[config.mk]
export PLATFORM = sky130hd
export DESIGN_NAME = tki_touch_top
export DESIGN_NICKNAME = d
export VERILOG_FILES = /design/src/verilog/tki_pkg.sv /design/src/verilog/tki_reg_if.sv /design/src/verilog/tki_strap_decode.sv /design/src/verilog/tki_i2c_target.sv /design/src/verilog/tki_touch_top.sv
export VERILOG_INCLUDE_DIRS = /design/src /design/src/verilog
export SDC_FILE = /design/constraint.sdc
export NUM_CORES = 1
export LEC_CHECK = 0
export ABC_CLOCK_PERIOD_IN_PS = 2100
export CORE_MARGIN = 5
export CORE_UTILIZATION = 40
export DETAILED_ROUTE_END_ITERATION = 10
export DONT_BUFFER_PORTS = 1
export GPL_TIMING_DRIVEN = 0
export SETUP_SLACK_MARGIN = 0.15
export SLEW_MARGIN = 20
export SYNTH_ARGS = -nofsm -noshare
export SYNTH_HDL_FRONTEND = slang
export SYNTH_SLANG_ARGS = --single-unit
[constraint.sdc]
create_clock -name core_clk -period 2.1 [get_ports core_clk]
set_input_delay 0.42 -clock core_clk [delete_from_list [all_inputs] [get_ports core_clk]]
set_output_delay 0.42 -clock core_clk [all_outputs]
set_load 0.01 [all_outputs]
[src/verilog/tki_map.svh]
// Register map, field positions, reset values and timing counts
`ifndef TKI_MAP_SVH
`define TKI_MAP_SVH
`define TKI_ADDR_HI      5'h11
`define TKI_REG_CFG      8'h00
`define TKI_REG_CHEN     8'h01
`define TKI_REG_KEY      8'h02
`define TKI_REG_CHG      8'h03
`define TKI_REG_IRQ      8'h04
`define TKI_CFG_RST      8'h00
`define TKI_CHEN_RST     8'hff
`define TKI_KEY_RST      8'h00
`define TKI_CHG_RST      8'h00
`define TKI_IRQ_RST      8'h00
`define TKI_SOFT_OFF_BIT 7
`define TKI_SENS_HI      6
`define TKI_SENS_LO      5
`define TKI_AR_HI        7
`define TKI_AR_LO        6
`define TKI_CLK_KHZ      10000
`define TKI_AR_SHORT_MS  8
`define TKI_AR_LONG_MS   32
`endif

[src/verilog/tki_pkg.sv]
// Types shared by the touch key register interface
package tki_pkg;
  typedef enum logic [4:0] {
    ST_IDLE = 5'h01,
    ST_ADDR = 5'h02,
    ST_IDX  = 5'h04,
    ST_WDAT = 5'h08,
    ST_RDAT = 5'h10
  } tki_i2c_st_t;
  typedef enum logic [1:0] {
    AR_OFF  = 2'h0,
    AR_8MS  = 2'h1,
    AR_32MS = 2'h2,
    AR_BAD  = 2'h3
  } tki_ar_sel_t;
endpackage

[src/verilog/tki_reg_if.sv]
// Register access strobes between the bus target and the register bank
`timescale 1ns/100ps
interface tki_reg_if;
  logic       wr_stb;
  logic       rd_stb;
  logic [7:0] index;
  logic [7:0] wdata;
  logic [7:0] rdata;
  modport target (output wr_stb, output rd_stb, output index, output wdata, input rdata);
  modport bank   (input wr_stb, input rd_stb, input index, input wdata, output rdata);
endinterface

[src/verilog/tki_strap_decode.sv]
// Address strap decoder: tells ground, supply, clock line or data line apart
`timescale 1ns/100ps
module tki_strap_decode (
  input  wire logic       core_clk,
  input  wire logic       reset_n,
  input  wire logic       clk_en,
  input  wire logic       strap_s,
  input  wire logic       scl_s,
  input  wire logic       sda_s,
  output logic [1:0]      strap_addr_bits
);
  logic [3:0] seen_reg;
  logic [3:0] seen_next;
  logic [1:0] bits_reg;
  logic [1:0] bits_next;
  logic [1:0] arm_reg;
  logic [1:0] arm_next;
  logic       armed;

  // Sticky evidence: high seen, low seen, differs from clock, differs from data.
  // The synchroniser leaves reset at the idle high level, not the real strap level,
  // so evidence is only gathered once two edges have passed its true sample through.
  always_comb begin
    armed = (arm_reg == 2'h2);
    arm_next = armed ? arm_reg : arm_reg + 2'h1;
    seen_next = seen_reg;
    if (armed) begin
      seen_next = seen_reg | {strap_s, ~strap_s, strap_s ^ scl_s, strap_s ^ sda_s};
    end
    if (!seen_next[3]) begin
      bits_next = 2'h0;
    end else if (!seen_next[2]) begin
      bits_next = 2'h3;
    end else if (!seen_next[1]) begin
      bits_next = 2'h1;
    end else begin
      bits_next = 2'h2;
    end
  end

  // A tie to a bus line only shows once that line moves, i.e. at the first start
  always_ff @(posedge core_clk or negedge reset_n) begin
    if (!reset_n) begin
      seen_reg <= 4'h0;
      bits_reg <= 2'h0;
      arm_reg  <= 2'h0;
    end else if (clk_en) begin
      seen_reg <= seen_next;
      bits_reg <= bits_next;
      arm_reg  <= arm_next;
    end
  end

  assign strap_addr_bits = bits_reg;
endmodule // tki_strap_decode

[src/verilog/tki_i2c_target.sv]
// Bus target engine: start/stop detect, address match, index, write and read bytes
`timescale 1ns/100ps
`include "tki_map.svh"
module tki_i2c_target (
  input  wire logic       core_clk,
  input  wire logic       reset_n,
  input  wire logic       clk_en,
  input  wire logic       scl_s,
  input  wire logic       sda_s,
  input  wire logic [1:0] strap_addr_bits,
  output logic            sda_oe,
  tki_reg_if.target       rif
);
  tki_pkg::tki_i2c_st_t st_reg, st_next;
  logic [3:0] cnt_reg, cnt_next;
  logic [7:0] sh_reg, sh_next, tx_reg, tx_next, idx_reg, idx_next;
  logic       oe_reg, oe_next, rw_flag_reg, rw_flag_next, nack_reg, nack_next;
  logic       scl_q, sda_q, wr_reg, wr_next, rd_reg, rd_next;
  logic       start, stop, rise, fall;

  // Bus events, data only looked at while the clock is high
  assign start = scl_q & scl_s & sda_q & ~sda_s;
  assign stop  = scl_q & scl_s & ~sda_q & sda_s;
  assign rise  = ~scl_q & scl_s;
  assign fall  = scl_q & ~scl_s;

  // Byte engine: shift on clock rise, change our drive on clock fall, and release it at a start or stop
  always_comb begin
    st_next = st_reg;
    cnt_next = cnt_reg;
    sh_next = sh_reg;
    tx_next = tx_reg;
    idx_next = idx_reg;
    oe_next = oe_reg;
    rw_flag_next = rw_flag_reg;
    nack_next = nack_reg;
    wr_next = 1'b0;
    rd_next = 1'b0;
    if (start) begin
      st_next = tki_pkg::ST_ADDR;
      cnt_next = 4'h0;
      oe_next = 1'b0;
    end else if (stop) begin
      st_next = tki_pkg::ST_IDLE;
      oe_next = 1'b0;
    end else if (st_reg != tki_pkg::ST_IDLE) begin
      if (rise) begin
        if (cnt_reg < 4'h8) begin
          sh_next = {sh_reg[6:0], sda_s};
          tx_next = {tx_reg[6:0], 1'b0};
          cnt_next = cnt_reg + 4'h1;
        end else if (cnt_reg == 4'h8) begin
          nack_next = sda_s;
          cnt_next = 4'h9;
        end
      end else if (fall) begin
        if (cnt_reg == 4'h8) begin
          unique case (st_reg)
            tki_pkg::ST_ADDR: begin
              if (sh_reg[7:1] == {`TKI_ADDR_HI, strap_addr_bits}) begin
                oe_next = 1'b1;
                rw_flag_next = sh_reg[0];
              end else begin
                st_next = tki_pkg::ST_IDLE;
              end
            end
            tki_pkg::ST_IDX: begin
              idx_next = sh_reg;
              oe_next = 1'b1;
            end
            tki_pkg::ST_WDAT: begin
              wr_next = 1'b1;
              oe_next = 1'b1;
            end
            tki_pkg::ST_RDAT: oe_next = 1'b0;
            tki_pkg::ST_IDLE: oe_next = 1'b0;
          endcase
        end else if (cnt_reg == 4'h9) begin
          cnt_next = 4'h0;
          oe_next = 1'b0;
          unique case (st_reg)
            tki_pkg::ST_ADDR: begin
              if (rw_flag_reg) begin
                st_next = tki_pkg::ST_RDAT;
                tx_next = rif.rdata;
                rd_next = 1'b1;
                oe_next = ~rif.rdata[7];
              end else begin
                st_next = tki_pkg::ST_IDX;
              end
            end
            tki_pkg::ST_IDX:  st_next = tki_pkg::ST_WDAT;
            tki_pkg::ST_WDAT: st_next = tki_pkg::ST_WDAT;
            tki_pkg::ST_RDAT: begin
              if (nack_reg) begin
                st_next = tki_pkg::ST_IDLE;
              end else begin
                tx_next = rif.rdata;
                rd_next = 1'b1;
                oe_next = ~rif.rdata[7];
              end
            end
            tki_pkg::ST_IDLE: st_next = tki_pkg::ST_IDLE;
          endcase
        end else if (st_reg == tki_pkg::ST_RDAT) begin
          oe_next = ~tx_reg[7];
        end
      end
    end
  end

  // State registers; the bus idles high so the edge history starts high
  always_ff @(posedge core_clk or negedge reset_n) begin
    if (!reset_n) begin
      st_reg <= tki_pkg::ST_IDLE;
      cnt_reg <= 4'h0;
      sh_reg <= 8'h00;
      tx_reg <= 8'h00;
      idx_reg <= 8'h00;
      oe_reg <= 1'b0;
      rw_flag_reg <= 1'b0;
      nack_reg <= 1'b0;
      scl_q <= 1'b1;
      sda_q <= 1'b1;
      wr_reg <= 1'b0;
      rd_reg <= 1'b0;
    end else if (clk_en) begin
      st_reg <= st_next;
      cnt_reg <= cnt_next;
      sh_reg <= sh_next;
      tx_reg <= tx_next;
      idx_reg <= idx_next;
      oe_reg <= oe_next;
      rw_flag_reg <= rw_flag_next;
      nack_reg <= nack_next;
      scl_q <= scl_s;
      sda_q <= sda_s;
      wr_reg <= wr_next;
      rd_reg <= rd_next;
    end
  end

  assign sda_oe = oe_reg;
  assign rif.wr_stb = wr_reg;
  assign rif.rd_stb = rd_reg;
  assign rif.index = idx_reg;
  assign rif.wdata = sh_reg;
endmodule // tki_i2c_target

[src/verilog/tki_touch_top.sv]
// Touch key controller digital core: bus target, register bank, key and interrupt logic
`timescale 1ns/100ps
`include "tki_map.svh"
module tki_touch_top #(
  parameter logic [18:0] AR_SHORT_CYC = 19'(`TKI_AR_SHORT_MS * `TKI_CLK_KHZ),
  parameter logic [18:0] AR_LONG_CYC  = 19'(`TKI_AR_LONG_MS * `TKI_CLK_KHZ)
) (
  input  wire logic       core_clk,
  input  wire logic       reset_n,
  input  wire logic       clk_en,
  input  wire logic       scl_pin,
  input  wire logic       sda_in,
  output logic            sda_out,
  output logic            sda_oe,
  input  wire logic       strap_pin,
  input  wire logic       hw_shutdown_n,
  input  wire logic [7:0] key_raw,
  output logic [7:0]      key_out_n,
  output logic            irq_n,
  output logic [1:0]      sens_sel,
  output logic            sense_off
);
  localparam int          NSYNC    = 12;
  localparam logic [11:0] SYNC_RST = 12'h00f;

  logic [NSYNC-1:0] pin_raw, sync1_reg, sync2_reg;
  logic             scl_s, sda_s, strap_s, sdb_s;
  logic [7:0]       key_s;
  logic [1:0]       strap_addr_bits;

  tki_reg_if rif ();

  // Every pin crosses into core_clk through two flip-flops
  assign pin_raw = {key_raw, hw_shutdown_n, strap_pin, sda_in, scl_pin};

  genvar gi;
  generate
    for (gi = 0; gi < NSYNC; gi++) begin : g_sync
      // Pins reset to their idle levels so no false start is seen
      always_ff @(posedge core_clk or negedge reset_n) begin
        if (!reset_n) begin
          sync1_reg[gi] <= SYNC_RST[gi];
          sync2_reg[gi] <= SYNC_RST[gi];
        end else if (clk_en) begin
          sync1_reg[gi] <= pin_raw[gi];
          sync2_reg[gi] <= sync1_reg[gi];
        end
      end
    end
  endgenerate

  assign scl_s   = sync2_reg[0];
  assign sda_s   = sync2_reg[1];
  assign strap_s = sync2_reg[2];
  assign sdb_s   = sync2_reg[3];
  assign key_s   = sync2_reg[11:4];

  // Strap address decode
  tki_strap_decode u_strap (
    .core_clk        (core_clk),
    .reset_n         (reset_n),
    .clk_en          (clk_en),
    .strap_s         (strap_s),
    .scl_s           (scl_s),
    .sda_s           (sda_s),
    .strap_addr_bits (strap_addr_bits)
  );

  // Bus target engine
  tki_i2c_target u_i2c (
    .core_clk        (core_clk),
    .reset_n         (reset_n),
    .clk_en          (clk_en),
    .scl_s           (scl_s),
    .sda_s           (sda_s),
    .strap_addr_bits (strap_addr_bits),
    .sda_oe          (sda_oe),
    .rif             (rif)
  );

  // Open-drain data line: we only ever pull low
  assign sda_out = 1'b0;

  // Index decode, used by the write path and the read-clear path
  function automatic logic reg_hit(input logic [7:0] idx, input logic [7:0] want);
    reg_hit = (idx == want);
  endfunction

  logic [7:0]  cfg_reg, cfg_next;
  logic [7:0]  chen_reg, chen_next;
  logic [7:0]  key_reg, key_next;
  logic [7:0]  chg_reg, chg_next;
  logic [7:0]  irqc_reg, irqc_next;
  logic [7:0]  rdata_reg, rdata_next;
  logic        pend_reg, pend_next;
  logic        off_reg, off_next;
  logic [18:0] tmr_reg, tmr_next;
  logic [7:0]  key_eff, ev;
  logic        shutdown, rd_chg, timeout;
  tki_pkg::tki_ar_sel_t ar_sel;

  // Software writes; read-only and unmapped indices swallow the data
  always_comb begin
    cfg_next = cfg_reg;
    chen_next = chen_reg;
    irqc_next = irqc_reg;
    if (rif.wr_stb) begin
      if (reg_hit(rif.index, `TKI_REG_CFG)) begin
        cfg_next = {rif.wdata[7:5], 5'h00};
      end
      if (reg_hit(rif.index, `TKI_REG_CHEN)) begin
        chen_next = rif.wdata;
      end
      if (reg_hit(rif.index, `TKI_REG_IRQ)) begin
        irqc_next = {rif.wdata[7:6], 6'h00};
      end
    end
  end

  // Key tracking; shutdown freezes the key picture instead of clearing it
  always_comb begin
    shutdown = cfg_reg[`TKI_SOFT_OFF_BIT] | ~sdb_s;
    off_next = shutdown;
    key_eff = key_s & chen_reg;
    key_next = shutdown ? key_reg : key_eff;
    ev = (key_next ^ key_reg) & chen_reg;
    rd_chg = rif.rd_stb & reg_hit(rif.index, `TKI_REG_CHG);
    chg_next = (rd_chg ? 8'h00 : chg_reg) | ev;
  end

  // Interrupt pending with auto release timer; a fresh event beats any clear
  always_comb begin
    ar_sel = tki_pkg::tki_ar_sel_t'(irqc_reg[`TKI_AR_HI:`TKI_AR_LO]);
    unique case (ar_sel)
      tki_pkg::AR_8MS:  timeout = pend_reg & (tmr_reg == AR_SHORT_CYC - 19'h1);
      tki_pkg::AR_32MS: timeout = pend_reg & (tmr_reg == AR_LONG_CYC - 19'h1);
      tki_pkg::AR_OFF:  timeout = 1'b0;
      tki_pkg::AR_BAD:  timeout = 1'b0;           // Invalid code behaves as no release
    endcase
    if (|ev) begin
      pend_next = 1'b1;
      tmr_next = 19'h0;
    end else if (rd_chg | timeout) begin
      pend_next = 1'b0;
      tmr_next = 19'h0;
    end else begin
      pend_next = pend_reg;
      tmr_next = pend_reg ? tmr_reg + 19'h1 : 19'h0;
    end
  end

  // Read data come from a register so the shifter loads a stable byte
  always_comb begin
    unique case (rif.index)
      `TKI_REG_CFG:  rdata_next = cfg_reg;
      `TKI_REG_CHEN: rdata_next = chen_reg;
      `TKI_REG_KEY:  rdata_next = key_reg;
      `TKI_REG_CHG:  rdata_next = chg_reg;
      `TKI_REG_IRQ:  rdata_next = irqc_reg;
      default:       rdata_next = 8'h00;
    endcase
  end

  // Register bank and interrupt state
  always_ff @(posedge core_clk or negedge reset_n) begin
    if (!reset_n) begin
      cfg_reg <= `TKI_CFG_RST;
      chen_reg <= `TKI_CHEN_RST;
      key_reg <= `TKI_KEY_RST;
      chg_reg <= `TKI_CHG_RST;
      irqc_reg <= `TKI_IRQ_RST;
      rdata_reg <= 8'h00;
      pend_reg <= 1'b0;
      off_reg <= 1'b0;
      tmr_reg <= 19'h0;
    end else if (clk_en) begin
      cfg_reg <= cfg_next;
      chen_reg <= chen_next;
      key_reg <= key_next;
      chg_reg <= chg_next;
      irqc_reg <= irqc_next;
      rdata_reg <= rdata_next;
      pend_reg <= pend_next;
      off_reg <= off_next;
      tmr_reg <= tmr_next;
    end
  end

  assign rif.rdata = rdata_reg;
  assign key_out_n = ~key_reg;
  assign irq_n     = ~pend_reg;
  assign sens_sel  = cfg_reg[`TKI_SENS_HI:`TKI_SENS_LO];
  assign sense_off = off_reg;
endmodule // tki_touch_top

# Word-level counts from Yosys, hierarchy flattened
# Cells that the tools add are included.
[classes] addsub=3 n_lt_le_gt_ge=1 n_eq_ne=31 muxes=72 bitwise_logic=34 reduce_logical=31
[op_table] operator="8-bit 2-to-1 mux" count=9
[op_table] operator="19-bit 2-to-1 mux" count=3
[op_table] operator="5-bit 2-to-1 mux" count=11
[op_table] operator="4-bit 2-to-1 mux" count=10
[op_table] operator="8-bit case mux with 5 select lines" count=1
[op_table] operator="1-bit 2-to-1 mux" count=29
[op_table] operator="5-bit case mux with 4 select lines" count=1
[op_table] operator="19-bit by 1-bit adder with 19-bit output, second input constant" count=1
[op_table] operator="19-bit by 17-bit equality test with 1-bit output, second input constant" count=1
[op_table] operator="19-bit equality test, second input constant" count=1
[op_table] operator="8-bit bitwise AND" count=2
[op_table] operator="8-bit by 2-bit equality test with 1-bit output, second input constant" count=2
[op_table] operator="8-bit case mux with 2 select lines" count=1
[op_table] operator="8-bit AND reduction" count=2
[op_table] operator="3-bit nonzero test" count=5
[op_table] operator="1-bit NOT" count=14
[op_table] operator="7-bit AND reduction" count=2
[op_table] operator="6-bit AND reduction" count=2
[op_table] operator="11-bit AND reduction" count=1
[op_table] operator="1-bit bitwise AND" count=10
[op_table] operator="5-bit by 1-bit != test with 1-bit output, second input constant" count=2
[op_table] operator="3-bit by 1-bit != test with 1-bit output, second input constant" count=3
[op_table] operator="3-bit AND reduction" count=3
[op_table] operator="9-bit AND reduction" count=1
[op_table] operator="37 further kinds" count=55
[word_totals] regBits=130 inputBits=15 output_inout_bits=14 word_cells=221

# Depth between registers and ports, before layout
# Gate-level depths: netlist of run 1.
[logic_depth] depth_word=10 ltp_mapped=10 mapped_depth_nobuf=8

# Cells and area by module
# From an unflattened synthesis of run 1, not the netlist that was laid out.
[hier_totals] cells_unflattened=596 area_unflattened_um2=6653.9
[modules_own_cells] module="tki_touch_top" instances=1 cells_each=371 area_each_um2=4103.9 seq_area_each_um2=2072.0
[modules_own_cells] module="tki_i2c_target" instances=1 cells_each=197 area_each_um2=2232.1 seq_area_each_um2=1004.7
[modules_own_cells] module="tki_strap_decode" instances=1 cells_each=28 area_each_um2=317.8 seq_area_each_um2=175.2

# Least setup slack after synthesis of run 1
# Ideal clock, no wire load.
[synth_path] kind="register to register" start="reg irqc_reg[6]" end="reg tmr_reg[17]" setup_ns=0.124 arrival_ns=2.182 required_ns=1.976 setup_slack_ns=-0.206 stages_incl_launch_ff=11 path_buffers=2 synth_period_minus_slack_ns=2.306 cell_sequence="dfrtp_1 > inv_1 > ha_1 > or4b_1 > nor4b_1 > o2111a_1 > or4_4 > buf_6 > buf_6 > nor3_2 > a211o_1"
[synth_between] elab_chain_cells=6 elab_cells_between_ends=9 cone_classes="3 x eq/ne; 3 x mux; 1 x bitwise; 2 x reduce/logical"
[synth_lines] element="start, declared" line="tki_touch_top.sv:93" rtl="logic [7:0] irqc_reg, irqc_next;"
[synth_lines] element="start signal, assigned" line="tki_touch_top.sv:171" rtl="irqc_reg <= `TKI_IRQ_RST;"
[synth_lines] element="start signal, assigned" line="tki_touch_top.sv:181" rtl="irqc_reg <= irqc_next;"
[synth_lines] element="2-bit equality test / 2-bit logical NOT (equally long branches)" line="tki_touch_top.sv:134" rtl="unique case (ar_sel)"
[synth_lines] element="2-bit OR reduction (no line)"
[synth_lines] element="1-bit case mux with 3 select lines *" line="tki_touch_top.sv:134"
[synth_lines] element="1-bit OR *" line="tki_touch_top.sv:143" rtl="end else if (rd_chg | timeout) begin"
[synth_lines] element="19-bit 2-to-1 mux *" line="tki_touch_top.sv:143"
[synth_lines] element="19-bit 2-to-1 mux *" line="tki_touch_top.sv:140" rtl="if (|ev) begin"
[synth_lines] element="end signal, assigned" line="tki_touch_top.sv:185" rtl="tmr_reg <= tmr_next;"
[synth_lines] element="end, declared" line="tki_touch_top.sv:97" rtl="logic [18:0] tmr_reg, tmr_next;"
# Mark *: on every way between the ends. The rest lies on a longest branch, timed or not.
# A chain may end at the register's enable or synchronous reset.

# Worst setup path in the final report of run 1
[layout_path] start="reg key_reg[7]" end="reg tmr_reg[5]"
[layout_between] elab_chain_cells=5
[layout_lines] element="start, declared" line="tki_touch_top.sv:91" rtl="logic [7:0] key_reg, key_next;"
[layout_lines] element="start signal, assigned" line="tki_touch_top.sv:169" rtl="key_reg <= `TKI_KEY_RST;"
[layout_lines] element="start signal, assigned" line="tki_touch_top.sv:179" rtl="key_reg <= key_next;"
[layout_lines] element="8-bit 2-to-1 mux" line="tki_touch_top.sv:125" rtl="key_next = shutdown ? key_reg : key_eff;"
[layout_lines] element="8-bit XOR *" line="tki_touch_top.sv:126" rtl="ev = (key_next ^ key_reg) & chen_reg;"
[layout_lines] element="8-bit bitwise AND *" line="tki_touch_top.sv:126"
[layout_lines] element="8-bit OR reduction *" line="tki_touch_top.sv:140"
[layout_lines] element="19-bit 2-to-1 mux *" line="tki_touch_top.sv:140"
# Marks and branches as above.

==> impl_metrics.csv, run 1 <==
group,metric,value,unit
grt,grt_overflow,0,
setup_path,crit_start,"key_reg[7]$_DFFE_PN0P_",
setup_path,critical_path.reg2reg.endpoint,"tmr_reg[5]$_DFFE_PN0P_",
synthesis,synth_compound_gate_area_share,13.1,%
timing,min_period,2410,ps
cells_and_area,final_net_count,713,
hold_path,min_path_type,"in -> async",
cells_and_area,layout.cells.non_filler,918,
cells_and_area,num_antenna_cells,0,
setup_path,critical_path.max_fanout,7,
placement,dp_cells,842,
clock_network,cts_buffers,17,
clock_network,clk_latency,420,ps
synthesis,synth_cells,626,
synthesis,synth_ff_type,"dfrtp_1",
outcome,outcome,"finished with violations",
synthesis,synthesized_netlist_net_count,650,
timing,max_freq,0.416,GHz
power_and_ir_drop,power_per_cell_area,901,nW/um2
setup_path,worst_setup_path_start_kind,"flop",
cells_and_area,area_growth_syn_to_layout,29.0,%
setup_path,cp.buffers_inverters,2,
synthesis,flip_flop_and_latch_count_after_synthesis,129,
cells_and_area,largest_register_ff_count,19,
synthesis,synth_edf_count,0,
synthesis,synth.mux.area_fraction,11.9,%
setup_path,critical_path.most_common_cell,"or4_4",
power_and_ir_drop,total_power,7.57,mW
timing,unrepaired_setup_endpoints_after_global_routing,"true",
timing,tns,-5070,ps
placement,buffer_ports.inserted,0,
grt,number_of_antenna_violations_at_the_first_check_in_global_routing,0,
timing,post-route-worst-setup-slack,-305,ps
setup_path,worstSetupPathDepth,7,
power_and_ir_drop,power.ir.vdd_worst,558,uV
power_and_ir_drop,cellLeakagePower,3.44,nW
synthesis,synth_most_common_cell,"dfrtp_1",
routing,drt-vias-per-instance,5.52,
synthesis,area_share_of_xor_xnor_cells_in_the_synthesized_design,2.00,%
routing,drc,0,
synthesis,synthAdderAreaFrac,1.73,%
synthesis,synthTopCellsByArea,"dfrtp_1 (42%), mux2_2 (9.0%), dfstp_2 (7.7%)",
timing,worst-slew-pin-transition,939,ps
setup_path,cp_cell_sequence,"xnor2_2, o22ai_2, or4_4, or4_4, buf_8, buf_12, o311ai_4",
synthesis,netlist_area_pre_place,6520,um2
setup_path,path_class,"reg -> reg",
placement,place.gp.congestion,0.891,
floorplan,start_util,40.9,%
cells_and_area,finalCoreUtilization,52.7,%
grt,grtUsageTotal,18.1,%
setup_path,worst_path_max_delay_cell,"or4_4",
clock_network,clk_root_buffer_cell,"clkbuf_16",
timing,report.final.setup_viol,30,
grt,grt_first_pass_wirelength,26700,um
timing,max_slew_headroom_at_the_worst_pin,37.4,%
synthesis,synth.largest_area_cell,"dfrtp_1",
placement,place.detailed.hpwl,10500,um
clock_network,tritoncts,"yes",
timing,fin_skew,8.09,ps
grt,grt_max_degree,130,
floorplan,fp.dieH,138,um
routing,wire_per_inst,18.1,um
clock_network,htree_num_levels,4,
routing,drt-total-wl,16600,um
timing,smallest_hold_slack,-304,ps
setup_path,cp_data_arrival_time,2730,ps
synthesis,yosysTopAreaCellShare,42.2,%
clock_network,cts_num_sinks,129,
setup_path,rr_startpoint,"key_reg[7]$_DFFE_PN0P_",
floorplan,dieWidth,138,um
synthesis,ys_seq_area_share,49.9,%
routing,drt-pass1-iter-count,5,
timing,period_share,115,%
setup_path,critical_path_required,2420,ps
floorplan,ports,29,
setup_path,rr_worst_depth,7,
routing,drt_iter0_markers,449,
floorplan,rows,46,
synthesis,syn_area_per_cell,10.4,um2
outcome,failed_checks,"hold timing, setup timing",
routing,ant_nets,0,
setup_path,critical_path.top_delay_family,"simple AND/OR/NAND/NOR gates",
setup_path,critical_path.endpoint,"tmr_reg[5]$_DFFE_PN0P_",
floorplan,fp.dieArea,19000,um2
clock_network,cts.reportedPaths.clkPinSlew,60,ps
cells_and_area,drive_above_1_share,37.6,%
synthesis,ys_async_sr_fraction,100,%
setup_path,cp-end-kind,"flop",
synthesis,synth-simple-area-share,16.8,%
synthesis,dominant_combinational_cell_family_by_area_after_synthesis,"simple AND/OR/NAND/NOR gates",
setup_path,reg2reg_slack,-310,ps
floorplan,core,15900,um2
timing,finalHoldViolations,129,
setup_path,max_stage_delay,570,ps
clock_network,clock_tree.buffer_depth,2,
synthesis,post_synth_most_frequent_cells,"dfrtp_1 (110), nand2_1 (76), mux2_2 (52), o21ai_0 (42), inv_1 (36)",
routing,num_vias,5070,
synthesis,yosysWarningCount,0,
grt,grt_pass1_vias,5088,
synthesis,synth.distinct_cells,61,
job,maxCapViolCount,0,
timing,timing.final.max_slew_violations,0,
[area by class of cell]
cell class / count / area, um2
Clock inverter: 10 / 145
Multi-Input combinational cell: 427 / 3510
Clock buffer: 22 / 484
Timing Repair Buffer: 45 / 374
Sequential cell: 129 / 3270
Tap cell: 216 / 270
Fill cell: 1383 / 7530
Buffer: 32 / 223
Inverter: 37 / 139
[worst min path at each step]
stage               cells after the start                  endpoint     from
finish                                  0  sync1_reg[7]$_DFFE_PN0P_  reset_n
global route                            0    chg_reg[5]$_DFFE_PN0P_  reset_n
CTS                                     0  sync1_reg[7]$_DFFE_PN0P_  reset_n
detailed placement                      0  sync1_reg[7]$_DFFE_PN0P_  reset_n
global placement                        0  sync1_reg[7]$_DFFE_PN0P_  reset_n
floorplan                               0    cfg_reg[5]$_DFFE_PN0P_  reset_n
[cells by family (layout without fill, tap and decap cells)]
group | after synthesis | in the layout
AOI/OAI and AO/OA | 125 | 125
xor gates and xnor gates | 14 | 14
adders and majority gates | 9 | 9
buffers and inverters | 70 | 146
DFF | 129 | 129
muxes | 69 | 69
other | 1 | 1
and+or+nand+nor | 209 | 209
[power breakdown]
group	total, mW	leakage, nW	switching [mW]	internal (mW)
Combinational	1.30	1.51	0.669	0.634
Sequential	3.13	1.62	0.342	2.79
Clock	3.14	0.304	1.13	2.01
Total	7.57	3.44	2.14	5.43
[what timing repair did]
| action | CTS | global route |
|---|---|---|
| cloned | 1 | 1 |
| setup endpoints to repair | 74 | 77 |
| setup buffers | 24 | 19 |
| pin swaps | 25 | 28 |
| resized for setup | 78 | 68 |
| hold endpoints to repair | 129 | 129 |
[through the flow]
| step | area, um2 | setup WS, ps | hold WS, ps |
|---|---|---|---|
| 2_1_floorplan | 6590 | -174 | 124 |
| 3_3_place_gp | 6860 | -687 | 128 |
| 3_5_place_dp | 6860 | -698 | 129 |
| 4_1_cts | 7990 | -289 | -318 |
| 5_1_grt | 8410 | -351 | -335 |
| 6_report | 8410 | -305 | -304 |
[layer usage]
metal | track usage (%) | wire length (um)
met1 | 23.7 | 7490
met2 | 29.3 | 8250
met3 | 5.11 | 684
met4 | 4.93 | 194
met5 | 0 | 0
[cell usage in the layout (no fill, tap or decap), types with 8 or more instances in the layout]
cell type | netlist | routed
clkbuf_16 | 0 | 17
dfrtp_2 | 0 | 11
buf_4 | 4 | 43
nand4_1 | 8 | 8
mux2_4 | 0 | 14
mux2_2 | 52 | 42
nor2_1 | 20 | 14
inv_1 | 36 | 32
buf_6 | 2 | 10
mux2i_1 | 12 | 12
o21ai_1 | 9 | 11
nand3_1 | 30 | 25
a21oi_1 | 15 | 15
nand2_1 | 76 | 63
o21ai_0 | 42 | 38
dfrtp_1 | 110 | 99
nand3b_1 | 10 | 10
a22o_1 | 9 | 9
clkbuf_1 | 23 | 15
dfstp_2 | 19 | 19
Note: power is estimated with default switching activity, not from simulation.
==> run 2, diff against run 1 <==
- ABC_CLOCK_PERIOD_IN_PS: 2100 -> 3000
- clock period: 2.1 -> 3 ns (I/O delays scaled with it)
==> impl_metrics.csv, run 2 (same netlist as run 1, synthesis figures left out) <==
group,metric,value,unit
outcome,outcome,"finished with violations",
outcome,failed_checks,"hold timing",
cells_and_area,area_growth_syn_to_layout,13.6,%
timing,unrepaired_setup_endpoints_after_global_routing,"false",
setup_path,rr_worst_depth,10,
clock_network,clk_root_buffer_cell,"clkbuf_16",
grt,grt_first_pass_wirelength,25500,um
grt,grt_max_degree,130,
clock_network,clock_tree.buffer_depth,2,
setup_path,critical_path.reg2reg.endpoint,"tmr_reg[17]$_DFFE_PN0P_",
setup_path,cp-end-kind,"flop",
floorplan,core,15900,um2
routing,wl_met1,6830,um
clock_network,tritoncts,"yes",
timing,max_freq,0.380,GHz
grt,number_of_antenna_violations_at_the_first_check_in_global_routing,1,
floorplan,ports,29,
routing,drc,0,
clock_network,cts.reportedPaths.clkPinSlew,60,ps
power_and_ir_drop,power.ir.vdd_worst,415,uV
routing,drt-total-wl,14900,um
routing,drt-vias-per-instance,5.56,
cells_and_area,final_common_cell,"dfrtp_1",
cells_and_area,layout.cells.most_common_list,"dfrtp_1 (110), nand2_1 (76), mux2_2 (52)",
setup_path,reg2reg_slack,370,ps
timing,post-route-worst-setup-slack,365,ps
setup_path,cp_data_arrival_time,2940,ps
job,maxCapViolCount,0,
routing,wl_met3,649,um
power_and_ir_drop,total_power,4.96,mW
routing,detailroute.wirelength.met2,7060,um
routing,maxUsedRoutingLayer,"met5",
routing,ant_nets,0,
floorplan,fp.dieArea,19000,um2
setup_path,rr_startpoint,"irqc_reg[6]$_DFFE_PN0P_",
cells_and_area,largest_register_ff_count,19,
clock_network,cts_num_sinks,129,
setup_path,crit_start,"irqc_reg[6]$_DFFE_PN0P_",
cells_and_area,num-fill-cells,1482,
timing,max_slew_headroom_at_the_worst_pin,53.3,%
timing,fin_skew,9.67,ps
power_and_ir_drop,power_per_cell_area,670,nW/um2
setup_path,critical_path.endpoint,"tmr_reg[17]$_DFFE_PN0P_",
timing,min_period,2630,ps
timing,worst-slew-pin-transition,695,ps
floorplan,start_util,40.9,%
clock_network,clk_latency,420,ps
routing,drt-pass1-iter-count,5,
placement,buffer_ports.inserted,0,
grt,grt_overflow,0,
setup_path,worst_setup_path_start_kind,"flop",
cells_and_area,num_antenna_cells,0,
cells_and_area,final_net_count,669,
grt,grt_pass1_vias,4935,
setup_path,path_class,"reg -> reg",
cells_and_area,layout.cells.non_filler,873,
setup_path,critical_path.max_fanout,10,
routing,drt_iter0_markers,422,
floorplan,rows,46,
floorplan,dieWidth,138,um
clock_network,cts_buffers,17,
timing,report.final.setup_viol,0,
clock_network,htree_num_levels,4,
placement,dp_slack,176,ps
placement,placed_area,6790,um2
placement,dp_cells,842,
clock_network,postCtsSetupBuffers,0,
timing,tns,0,ps
timing,finalHoldViolations,110,
timing,smallest_hold_slack,-126,ps
routing,wire_per_inst,17.1,um
routing,num_vias,4852,
cells_and_area,final_design_area_no_fill,7410,um2
grt,grtUsageTotal,17.3,%
power_and_ir_drop,cellLeakagePower,3.07,nW
setup_path,critical_path_required,3310,ps
floorplan,fp.dieH,138,um
cells_and_area,drive_above_1_share,19.2,%
placement,place.detailed.hpwl,10600,um
hold_path,min_path_type,"in -> async",
placement,place.gp.congestion,0.921,
cells_and_area,finalCoreUtilization,46.5,%
timing,period_share,87.8,%
timing,timing.final.max_slew_violations,0,
run 2: worst max-delay path: stages (launching register included):
cell      delay [ps]
dfrtp_1          410
inv_1             60
ha_1             250
or4b_1           510
nor4b_1          260
o2111a_1         290
or4_4            160
buf_6            110
buf_6            170
nor3_2            60
a211o_1          220
run 2: layout make-up:
type                       instances  area, um2  area share (%)
sequential                       129       3250            43.9
multi-input combinational        427       2980            40.2
clock buffer                      19        453            6.12
tap                              216        270            3.65
clock inverter                    12        158            2.13
buffer                            33        156            2.11
inverter                          37        139            1.88
run 2: per-layer routing:
layer	track usage [%]	vias up
met4	7.21	2
met2	27.4	118
met3	4.31	36
li1	-	2284
met5	0	-
met1	22.7	2412
run 2: timing repair:
action / 4_1_cts / 5_1_grt
gates resized for setup: 0 / 1
setup endpoints to repair: 0 / 10
hold endpoints to repair: 110 / 110
run 2: power breakdown:
| part | switching (mW) | internal (mW) | total (mW) |
|---|---|---|---|
| Clock | 0.776 | 1.35 | 2.12 |
| Sequential | 0.200 | 1.95 | 2.15 |
| Combinational | 0.386 | 0.304 | 0.689 |
| Total | 1.36 | 3.60 | 4.96 |
run 2: worst min-delay path by stage:
stage            start                        to  slack [ps]  cells after the start
2_1_floorplan  reset_n    cfg_reg[5]$_DFFE_PN0P_         300                      0
3_3_place_gp   reset_n  sync1_reg[7]$_DFFE_PN0P_         310                      0
3_5_place_dp   reset_n  sync1_reg[7]$_DFFE_PN0P_         310                      0
4_1_cts        reset_n      key_s[2]$_DFFE_PN0P_        -140                      0
5_1_grt        reset_n  sync1_reg[6]$_DFFE_PN0P_        -150                      0
6_report       reset_n      key_s[2]$_DFFE_PN0P_        -130                      0
==> run 3, diff against run 2 <==
- ABC_CLOCK_PERIOD_IN_PS: 3000 -> 2170
- clock period: 3 -> 2.17 ns (I/O delays scaled with it)
==> impl_metrics.csv, run 3 (same netlist as run 1, synthesis figures left out) <==
group,metric,value,unit
cells_and_area,num_antenna_cells,0,
timing,timing.final.max_slew_violations,0,
grt,grt_first_pass_wirelength,26600,um
timing,report.final.setup_viol,20,
timing,tns,-4840,ps
floorplan,fp.dieArea,19000,um2
outcome,failed_checks,"hold timing, setup timing",
routing,drc,0,
cells_and_area,layout.cells.non_filler,908,
timing,fin_skew,9.21,ps
floorplan,start_util,40.9,%
setup_path,cp_data_arrival_time,2780,ps
timing,smallest_hold_slack,-293,ps
routing,ant_nets,0,
routing,drt_iter0_markers,236,
routing,drt-pass1-iter-count,4,
clock_network,clk_latency,420,ps
hold_path,min_path_type,"in -> async",
setup_path,cp.buffers_inverters,2,
power_and_ir_drop,power.ir.vdd_worst,583,uV
setup_path,cp-end-kind,"flop",
power_and_ir_drop,total_power,6.93,mW
clock_network,cts_buffers,17,
cells_and_area,area_growth_syn_to_layout,25.1,%
power_and_ir_drop,power_per_cell_area,850,nW/um2
job,maxCapViolCount,0,
placement,place.detailed.hpwl,10500,um
setup_path,path_class,"reg -> reg",
placement,dp_cells,842,
routing,drt-total-wl,16400,um
placement,buffer_ports.inserted,0,
cells_and_area,final_design_area_no_fill,8160,um2
cells_and_area,sequential_cell_area,3260,um2
clock_network,cts.reportedPaths.clkPinSlew,60,ps
timing,max_slew_headroom_at_the_worst_pin,45.7,%
setup_path,cp_cell_sequence,"ha_4, or4b_4, nor4b_4, o2111a_2, or4_4, buf_8, buf_12, nor3_2, a211o_1",
cells_and_area,multi_input_comb_area,3400,um2
floorplan,rows,46,
outcome,outcome,"finished with violations",
clock_network,clock_tree.buffer_depth,2,
grt,grtUsageTotal,18.1,%
grt,grt_max_degree,130,
clock_network,cts_num_sinks,129,
cells_and_area,drive_above_1_share,32.5,%
clock_network,tritoncts,"yes",
cells_and_area,final_common_cell,"dfrtp_1",
placement,placed_area,6820,um2
cells_and_area,final_net_count,703,
grt,number_of_antenna_violations_at_the_first_check_in_global_routing,0,
grt,grt_pass1_vias,5106,
power_and_ir_drop,cellLeakagePower,3.39,nW
setup_path,critical_path_required,2470,ps
timing,finalHoldViolations,129,
floorplan,core,15900,um2
setup_path,worst_path_max_delay_cell,"or4b_4",
cells_and_area,layout.cells.most_common_list,"dfrtp_1 (103), nand2_1 (74), o21ai_0 (39)",
floorplan,dieWidth,138,um
clock_network,clk_root_buffer_cell,"clkbuf_16",
timing,unrepaired_setup_endpoints_after_global_routing,"true",
setup_path,worst_setup_path_start_kind,"flop",
cells_and_area,largest_register_ff_count,19,
cells_and_area,num-fill-cells,1443,
placement,place.gp.congestion,0.872,
floorplan,ports,29,
timing,post-route-worst-setup-slack,-303,ps
setup_path,max_stage_delay,500,ps
routing,num_vias,5043,
routing,wire_per_inst,18.0,um
floorplan,fp.dieH,138,um
setup_path,critical_path.top_delay_family,"simple AND/OR/NAND/NOR gates",
routing,drt-vias-per-instance,5.55,
grt,grt_overflow,0,
timing,worst-slew-pin-transition,814,ps
clock_network,htree_num_levels,4,
setup_path,critical_path.max_fanout,7,
timing,max_freq,0.404,GHz
timing,period_share,114,%
timing,min_period,2470,ps
==> run 3: final timing paths <==
| check | from | slack, ps | depth (start not counted) | to |
|---|---|---|---|---|
| setup reg to reg | irqc_reg[7]$_DFFE_PN0P_ | -300 | 9 | tmr_reg[17]$_DFFE_PN0P_ |
| hold reg to reg | u_strap.arm_reg[0]$_DFFE_PN0P_ | 470 | 1 | u_strap.arm_reg[0]$_DFFE_PN0P_ |
| setup / recovery | irqc_reg[7]$_DFFE_PN0P_ | -300 | 9 | tmr_reg[17]$_DFFE_PN0P_ |
| hold / removal | reset_n | -290 | 0 | key_reg[4]$_DFFE_PN0P_ |
| min in group core_clk | hw_shutdown_n | 160 | 1 | sync1_reg[3]$_DFFE_PN1P_ |
| max in group asynchronous | reset_n | 2220 | 0 | scl_s$_DFFE_PN1P_ |
==> run 3: layout make-up <==
class | instances | share of cell area (%)
Multi-Input combinational cell | 427 | 41.6
Sequential cell | 129 | 40.0
Clock buffer | 21 | 5.65
Timing Repair Buffer | 35 | 3.90
Tap cell | 216 | 3.31
Buffer | 32 | 2.53
Inverter | 37 | 1.70
Clock inverter | 11 | 1.29
==> run 3: routing by layer <==
metal	wire length [um]	GRT usage [%]	part of all wire, %
met1	7270	23.5	44
met2	7780	28.9	48
met3	872	4.86	5.3
met4	436	6.87	2.7
met5	0	0	0
==> run 3: worst register-to-register path, delay by kind of cell, from the launching register on <==
family	cells	cell delay (ps)
simple gates	4	940
compound gates	2	520
flops	1	460
buf+inv	2	250
fa+ha+maj	1	190
==> run 3: report_power, final <==
part / switching [mW] / internal (mW) / leakage [nW]
Sequential: 0.320 / 2.70 / 1.63
Clock: 1.10 / 1.64 / 0.278
Combinational: 0.607 / 0.567 / 1.48
==> run 3: stage by stage <==
| step | setup slack, ps | hold slack (ps) | utilization, % |
|---|---|---|---|
| 5_1_grt | -391 | -319 | 51.2 |
| 3_3_place_gp | -625 | 142 | 42.8 |
| 6_report | -303 | -293 | 51.2 |
| 3_5_place_dp | -608 | 142 | 42.8 |
| 4_1_cts | -268 | -306 | 49.5 |
| 2_1_floorplan | -104 | 138 | - |
==> run 3: what timing repair did <==
item | CTS | global route
gates resized for setup | 74 | 50
cloned | 2 | 1
pin swaps | 18 | 15
endpoints found under the setup margin | 74 | 75
setup buffers | 23 | 9
endpoints found under the hold margin | 129 | 129
